[config.mk]
export PLATFORM = sky130hd
export DESIGN_NAME = radio_state_control_config
export DESIGN_NICKNAME = d
export VERILOG_FILES = /design/src/design/radio_cfg_pkg.sv /design/src/design/exit_state_select.sv /design/src/design/radio_state_control_config.sv
export SDC_FILE = /design/constraint.sdc
export NUM_CORES = 1
export LEC_CHECK = 0
export ABC_AREA = 1
export BUFFER_PORTS_ARGS = -buffer_cell sky130_fd_sc_hd__clkbuf_2
export CORE_ASPECT_RATIO = 0.5
export CORE_MARGIN = 10
export CORE_UTILIZATION = 53
export CTS_CLUSTER_DIAMETER = 60
export DETAILED_ROUTE_END_ITERATION = 16
export GPL_TIMING_DRIVEN = 1
export PLACE_DENSITY = 0.79
export SLEW_MARGIN = 10
export SYNTH_ARGS = -nofsm -noshare
export SYNTH_HDL_FRONTEND = slang
export SYNTH_HIERARCHICAL = 1
export SYNTH_SLANG_ARGS = --single-unit
[constraint.sdc]
create_clock -name clk_sys -period 2.2 [get_ports clk_sys]
set_input_delay 0.22 -clock clk_sys [delete_from_list [all_inputs] [get_ports clk_sys]]
set_output_delay 0.22 -clock clk_sys [all_outputs]
set_load 0.01 [all_outputs]
[src/design/radio_cfg_pkg.sv]
// Purpose: Constants and types for the radio state control configuration block
// Assumes: Byte-wide register port, 50 MHz system clock
// Notes: Field layouts mirror the two configuration registers bit for bit
// Overview of operation
// - Clear-channel policy: 0 always, 1 low signal, 2 not receiving, 3 both; reset 3
// - Clear-channel output follows the policy currently selected
// - After reception go to idle, synth-on, transmit or stay receiving; reset idle
// - After transmission go to idle, synth-on, stay transmitting or receive; reset idle
// - Auto-calibration: never, leaving idle, or on automatic return to idle
// - Policy 3 calibrates on every fourth automatic return to idle, counted modulo four
// - Pin-control enable at bit 1 lets external pins steer state changes; resets clear
// - Oscillator-force bit 0 keeps crystal oscillator running in sleep; resets clear
package radio_cfg_pkg;
   localparam logic [5:0] ADDR_EXIT_POLICY = 6'h17;
   localparam logic [5:0] ADDR_CAL_POWER = 6'h18;
   localparam logic [1:0] CLEAR_POLICY_RESET = 2'h3;
   localparam logic [1:0] EXIT_RESET = 2'h0;
   localparam logic [1:0] CAL_RESET = 2'h0;
   localparam logic [1:0] POWER_ON_TIMEOUT_RESET = 2'h1;
   localparam logic [1:0] RETURN_WRAP = 2'h3;

   typedef enum logic [1:0] {
      CLEAR_ALWAYS = 2'h0,
      CLEAR_LOW_SIGNAL = 2'h1,
      CLEAR_NOT_RECEIVING = 2'h2,
      CLEAR_BOTH = 2'h3
   } clear_policy_t;

   typedef enum logic [1:0] {
      CAL_NEVER = 2'h0,
      CAL_FROM_IDLE = 2'h1,
      CAL_TO_IDLE = 2'h2,
      CAL_EVERY_FOURTH = 2'h3
   } cal_policy_t;

   // Radio states, one-hot
   typedef enum logic [4:0] {
      ST_IDLE = 5'h01,
      ST_SYNTH_ON = 5'h02,
      ST_RECEIVE = 5'h04,
      ST_TRANSMIT = 5'h08,
      ST_SLEEP = 5'h10
   } radio_state_t;

   typedef struct packed {
      logic [1:0] clear_channel_policy;
      logic [1:0] receive_exit_state;
      logic [1:0] transmit_exit_state;
   } exit_policy_t;

   typedef struct packed {
      logic [1:0] auto_calibration_policy;
      logic [1:0] power_on_timeout;
      logic pin_control_enable;
      logic oscillator_force_bit;
   } cal_power_t;

   // Register port request
   typedef struct packed {
      logic wr;
      logic rd;
      logic [5:0] addr;
      logic [7:0] wdata;
   } reg_req_t;

   // Radio events toward the state machine
   typedef struct packed {
      logic start_rx;
      logic start_tx;
      logic start_synth;
      logic go_idle;
      logic go_sleep;
      logic rx_done;
      logic tx_done;
      logic pin_rx;
      logic pin_tx;
      logic pin_idle;
   } radio_evt_t;
endpackage

[src/design/exit_state_select.sv]
// Purpose: Maps an exit field to the next radio state
// Assumes: Two-bit field codes as in the configuration register
// Notes: Pure combinational leaf
`timescale 1ns/1ps
module exit_state_select
   import radio_cfg_pkg::*;
(
   input wire logic is_rx,
   input wire logic [1:0] field,
   output radio_state_t next_state
);
   // Receive and transmit exits map every code the same way
   always_comb
   begin
      case (field)
         2'h0: next_state = ST_IDLE;
         2'h1: next_state = ST_SYNTH_ON;
         2'h2: next_state = is_rx ? ST_TRANSMIT : ST_TRANSMIT;
         2'h3: next_state = is_rx ? ST_RECEIVE : ST_RECEIVE;
         default: next_state = ST_IDLE;
      endcase
   end
endmodule

[src/design/radio_state_control_config.sv]
// Purpose: Two configuration registers and the radio state logic they steer
// Assumes: Register port synchronous to clk_sys; one access per cycle
// Notes: Read data is registered and appears the cycle after rd
`timescale 1ns/1ps
module radio_state_control_config
   import radio_cfg_pkg::*;
(
   input wire logic clk_sys,
   input wire logic reset_n,
   input radio_cfg_pkg::reg_req_t req,
   input radio_cfg_pkg::radio_evt_t evt,
   input wire logic rssi_below_threshold,
   input wire logic packet_receiving,
   output logic [7:0] rdata_q,
   output logic clear_channel_output_q,
   output logic [4:0] radio_state_q,
   output logic calibrate_q,
   output logic crystal_oscillator_on_q,
   output logic preamble_start_q
);
   import radio_cfg_pkg::*;

   exit_policy_t exit_q;
   cal_power_t calp_q;
   radio_state_t state_q;
   radio_state_t state_d;
   radio_state_t rx_exit;
   radio_state_t tx_exit;
   logic [1:0] return_count_q;
   logic auto_return;
   logic idle_cmd;
   logic leave_idle;
   logic cal_d;

   function automatic logic clear_of(input logic [1:0] pol, input logic low, input logic rcv);
      case (pol)
         CLEAR_ALWAYS: clear_of = 1'b1;
         CLEAR_LOW_SIGNAL: clear_of = low;
         CLEAR_NOT_RECEIVING: clear_of = !rcv;
         default: clear_of = low && !rcv;
      endcase
   endfunction

   exit_state_select u_rx_exit (
      .is_rx(1'b1),
      .field(exit_q.receive_exit_state),
      .next_state(rx_exit)
   );

   exit_state_select u_tx_exit (
      .is_rx(1'b0),
      .field(exit_q.transmit_exit_state),
      .next_state(tx_exit)
   );

   // Register writes; upper two bits never stored so they read zero
   always_ff @(posedge clk_sys or negedge reset_n)
   begin
      if (!reset_n)
      begin
         exit_q <= '{CLEAR_POLICY_RESET, EXIT_RESET, EXIT_RESET};
         calp_q <= '{CAL_RESET, POWER_ON_TIMEOUT_RESET, 1'b0, 1'b0};
      end
      else if (req.wr)
      begin
         if (req.addr == ADDR_EXIT_POLICY)
            exit_q <= req.wdata[5:0];
         if (req.addr == ADDR_CAL_POWER)
            calp_q <= req.wdata[5:0];
      end
   end

   // Registered read; unmapped addresses read zero
   always_ff @(posedge clk_sys or negedge reset_n)
   begin
      if (!reset_n)
         rdata_q <= 8'h00;
      else if (req.rd)
      begin
         if (req.addr == ADDR_EXIT_POLICY)
            rdata_q <= {2'h0, exit_q};
         else if (req.addr == ADDR_CAL_POWER)
            rdata_q <= {2'h0, calp_q};
         else
            rdata_q <= 8'h00;
      end
   end

   // Next radio state; an enabled pin ranks with its software command except pin_rx in synth-on, disabled pins do nothing
   always_comb
   begin
      state_d = state_q;
      case (state_q)
         ST_IDLE:
         begin
            if (evt.start_rx || (calp_q.pin_control_enable && evt.pin_rx))
               state_d = ST_RECEIVE;
            else if (evt.start_tx || (calp_q.pin_control_enable && evt.pin_tx))
               state_d = ST_TRANSMIT;
            else if (evt.start_synth)
               state_d = ST_SYNTH_ON;
            else if (evt.go_sleep)
               state_d = ST_SLEEP;
         end
         ST_SYNTH_ON:
         begin
            if (evt.go_idle || (calp_q.pin_control_enable && evt.pin_idle))
               state_d = ST_IDLE;
            else if (evt.start_tx || (calp_q.pin_control_enable && evt.pin_tx))
               state_d = ST_TRANSMIT;
            else if (evt.start_rx)
               state_d = ST_RECEIVE;
         end
         ST_RECEIVE:
         begin
            if (evt.go_idle || (calp_q.pin_control_enable && evt.pin_idle))
               state_d = ST_IDLE;
            else if (evt.rx_done)
               state_d = rx_exit;
         end
         ST_TRANSMIT:
         begin
            if (evt.go_idle || (calp_q.pin_control_enable && evt.pin_idle))
               state_d = ST_IDLE;
            else if (evt.tx_done)
               state_d = tx_exit;
         end
         ST_SLEEP:
         begin
            if (evt.go_idle || (calp_q.pin_control_enable && evt.pin_idle))
               state_d = ST_IDLE;
         end
         default: state_d = ST_IDLE;
      endcase
   end

   // An idle command, by software or by an enabled pin, beats any done event
   assign idle_cmd = evt.go_idle || (calp_q.pin_control_enable && evt.pin_idle);
   // Automatic return is a done event leading to idle, not a command
   assign auto_return = ((state_q == ST_RECEIVE) && evt.rx_done && !idle_cmd &&
                         (rx_exit == ST_IDLE)) ||
                        ((state_q == ST_TRANSMIT) && evt.tx_done && !idle_cmd &&
                         (tx_exit == ST_IDLE));
   assign leave_idle = (state_q == ST_IDLE) &&
                       (state_d == ST_RECEIVE || state_d == ST_TRANSMIT ||
                        state_d == ST_SYNTH_ON);

   // Calibration decision
   always_comb
   begin
      case (calp_q.auto_calibration_policy)
         CAL_NEVER: cal_d = 1'b0;
         CAL_FROM_IDLE: cal_d = leave_idle;
         CAL_TO_IDLE: cal_d = auto_return;
         default: cal_d = auto_return && (return_count_q == RETURN_WRAP);
      endcase
   end

   // State register
   always_ff @(posedge clk_sys or negedge reset_n)
   begin
      if (!reset_n)
         state_q <= ST_IDLE;
      else
         state_q <= state_d;
   end

   // Modulo-four count of automatic returns to idle
   always_ff @(posedge clk_sys or negedge reset_n)
   begin
      if (!reset_n)
         return_count_q <= 2'h0;
      else if (auto_return)
         return_count_q <= return_count_q + 2'h1;
   end

   // Registered outputs
   always_ff @(posedge clk_sys or negedge reset_n)
   begin
      if (!reset_n)
      begin
         clear_channel_output_q <= 1'b0;
         radio_state_q <= ST_IDLE;
         calibrate_q <= 1'b0;
         crystal_oscillator_on_q <= 1'b1;
         preamble_start_q <= 1'b0;
      end
      else
      begin
         clear_channel_output_q <= clear_of(exit_q.clear_channel_policy,
                                            rssi_below_threshold, packet_receiving);
         radio_state_q <= state_d;
         calibrate_q <= cal_d;
         // Oscillator stops in sleep unless forced on
         crystal_oscillator_on_q <= (state_d != ST_SLEEP) || calp_q.oscillator_force_bit;
         preamble_start_q <= (state_q == ST_TRANSMIT) && evt.tx_done && !idle_cmd &&
                             (tx_exit == ST_TRANSMIT);
      end
   end

   a_clear_always: assert property (@(posedge clk_sys) disable iff (!reset_n)
      (exit_q.clear_channel_policy == CLEAR_ALWAYS) |=> clear_channel_output_q)
      else $error("clear channel low under always-clear policy");
   a_clear_both: assert property (@(posedge clk_sys) disable iff (!reset_n)
      (exit_q.clear_channel_policy == CLEAR_BOTH) && packet_receiving |=> !clear_channel_output_q)
      else $error("clear channel high while receiving");
   a_rx_exit_idle: assert property (@(posedge clk_sys) disable iff (!reset_n)
      (state_q == ST_RECEIVE) && evt.rx_done && exit_q.receive_exit_state == 2'h0
      |=> state_q == ST_IDLE)
      else $error("receive exit to idle missed");
   a_tx_exit_rx: assert property (@(posedge clk_sys) disable iff (!reset_n)
      (state_q == ST_TRANSMIT) && evt.tx_done && !idle_cmd &&
      exit_q.transmit_exit_state == 2'h3 |=> state_q == ST_RECEIVE)
      else $error("transmit exit to receive missed");
   a_cal_never: assert property (@(posedge clk_sys) disable iff (!reset_n)
      $past(calp_q.auto_calibration_policy) == CAL_NEVER |-> !calibrate_q)
      else $error("calibration under never policy");
   a_cal_idle_leave: assert property (@(posedge clk_sys) disable iff (!reset_n)
      calp_q.auto_calibration_policy == CAL_FROM_IDLE && state_q == ST_IDLE &&
      state_d == ST_RECEIVE |=> calibrate_q)
      else $error("no calibration on leaving idle");
   a_cal_fourth: assert property (@(posedge clk_sys) disable iff (!reset_n)
      calibrate_q && $past(calp_q.auto_calibration_policy) == CAL_EVERY_FOURTH
      |-> return_count_q == 2'h0)
      else $error("calibration not on fourth return");
   a_sleep_osc: assert property (@(posedge clk_sys) disable iff (!reset_n)
      state_q == ST_SLEEP && !$past(calp_q.oscillator_force_bit) |-> !crystal_oscillator_on_q)
      else $error("oscillator running in sleep without force");
   a_pins_off: assert property (@(posedge clk_sys) disable iff (!reset_n)
      state_q == ST_IDLE && !calp_q.pin_control_enable && !evt.start_rx && !evt.start_tx &&
      !evt.start_synth && !evt.go_sleep |=> state_q == ST_IDLE)
      else $error("pins moved state while disabled");
   a_upper_zero: assert property (@(posedge clk_sys) disable iff (!reset_n)
      $past(req.rd) |-> rdata_q[7:6] == 2'h0)
      else $error("unused bits read nonzero");
endmodule

==> results_dict.tcl <==
set metrics [dict create \
    crit_type "reg -> reg" \
    status "finished with violations" \
    rr_startpoint "calp_q[1]$_DFFE_PN0P_" \
    seq_area_sq_um 732.0 \
    internal_power_uw 1202 \
    antenna_found_initial 0 \
    ir_worst_vdd_mv 0.3914 \
    finalSetupTns_ps 0 \
    drive_above_1_share 0.2349 \
    die_area_sq_um 6463 \
    crit_family "simple AND/OR/NAND/NOR gates" \
    yosysWarnings 6 \
    grt.total_usage 0.1525 \
    place_congestion 0.8962 \
    io_pins 47 \
    synthCells 272 \
    worstPathRequired_ps 2360 \
    vias 1871 \
    slowest_delay_ps 470 \
    swShare 0.3710 \
    max_freq_mhz 574.3 \
    cp.arrival_ps 1900 \
    nFillCells 318 \
    cp.depth 6 \
    wl_met1_mm 2.162 \
    start_util 0.5491 \
    slew_headroom 0.5238 \
    final_cell_mix "nand2_1, clkbuf_2, nor2_1" \
    final_common_cell "nand2_1" \
    grt_pass1_wl_mm 8.093 \
    total_power_uw 1910 \
    multi_input_area_sq_um 950.9 \
    fin_skew_ps 4.157 \
    area_growth_pct 18.15 \
    nets 345 \
    top_layer "met4" \
    final_antenna_net_count 0 \
    worstMarginPinSlew_ps 714.2 \
    path_clk_slew_ps 70 \
    grt_overflow 0 \
    switchingPower_uw 708.7 \
    startpoint "calp_q[1]$_DFFE_PN0P_" \
    first_global_vias 1770 \
    finalSetupViolations 0 \
    drt-pass1-iter-count 4 \
    fin_crit_ps 1741 \
    die_w_um 104.1 \
    die_y_um 62.07 \
    clockRootBuffer "clkbuf_8" \
    met2_wirelength_mm 2.264 \
    pwr-share-clk 0.304 \
    wire_per_inst_um 13.17 \
    diodes 0 \
    p_leak_uw 0.001110 \
    cp_num_buf_inv 0 \
    cts_hold_buf 0 \
    clk_latency_ps 280 \
    dp_slack_ps 474.7 \
    grt_max_degree 30 \
    fin_crit_sh 0.7915 \
    cts_buffer_depth 2 \
    cts_tree "built" \
    wl_met3_um 330 \
    io_buffers 42 \
    placed_area_sq_um 2096 \
    crit_chain "nand2_1 > nand2_2 > nor3_1 > nand2_1 > o21ai_4 > mux2_1" \
    p_per_area_nw_per_um2 862.1 \
    ctsResizeCount 0 \
    reg2reg_slack_ps 460 \
    seqPwrFrac 0.402 \
    worst_path_max_delay_cell "dfrtp_1" \
    grt_setup_unrepaired "no" \
    cts_sinks 29 \
    drtIter0Drc 79 \
    coreArea_sq_um 3416 \
    wirelength_mm 4.822 \
    cts_buffers 5 \
    fin_area_sq_um 2216 \
    r2r_end "return_count_q[1]$_DFFE_PN0P_" \
    synth.avg_cell_area_sq_um 6.895 \
    drv_cap 0 \
    fin_ws_ps 458.8 \
    critPathMaxFanout 14 \
    via_per_inst 5.112 \
    cts_post_setup_buffers_inserted 0 \
    r2r_cells 6 \
    start_kind "flop" \
    violations "hold timing" \
    h-tree-depth 2 \
    final-hold-violation-count 24 \
    path_common_cell "nand2_1" \
    num_rows 15 \
    hpwl_mm 3.770 \
    drc 0 \
    min_path_type "in -> async" \
    whs_ps -25.26 \
    combPwrFrac 0.294 \
    end_kind "flop" \
    syn_area_sq_um 1876 \
    maxSlewViolCount 0 \
]
-- per-layer routing --
layer	vias up	GRT usage
met2	65	0.2688
met3	11	0.05350
met1	857	0.1788
met5	-	0
li1	938	-
met4	0	0.03929
-- power groups by stage --
stage / Clock [uW] / Combinational, uW / Sequential [uW]
floorplan: 0 / 417 / 738
global placement: 0 / 535 / 767
detailed placement: 0 / 560 / 775
CTS: 583 / 562 / 765
global route: 614 / 656 / 782
finish: 581 / 562 / 767
-- worst max path at each step --
stage | slack (ps) | end
after floorplan | 600 | return_count_q[1]$_DFFE_PN0P_
after global placement | 520 | return_count_q[1]$_DFFE_PN0P_
after detailed placement | 470 | return_count_q[1]$_DFFE_PN0P_
after CTS | 450 | return_count_q[1]$_DFFE_PN0P_
after global routing | 250 | calibrate_q$_DFF_PN0_
final | 460 | return_count_q[1]$_DFFE_PN0P_
-- sequential cells by signal, summed over array words and instances (netlist names) --
name                     cells
clear_channel_output_q       1
radio_state_q                5
return_count_q               2
crystal_oscillator_on_q      1
exit_q                       6
calp_q                       6
preamble_start_q             1
rdata_q                      6
calibrate_q                  1
-- cell type report --
cell class	instances	area share
inverters	35	0.05929
repair buffers	43	0.09825
flip-flops and latches	29	0.3303
clock inverters	2	0.01694
multi-input cells	200	0.4291
clock buffers	6	0.03727
well taps	51	0.02880
-- stage by stage --
step / hold WS, ps / utilization / instances
6_report: -25.26 / 0.6487 / 366
5_1_grt: 25.32 / 0.6487 / 366
4_1_cts: 2.124 / 0.6487 / 366
3_5_place_dp: 304.2 / 0.6136 / 358
3_3_place_gp: 297.5 / 0.6136 / 358
2_1_floorplan: -75.59 / - / 273
Power figures use the tool's default switching activity.
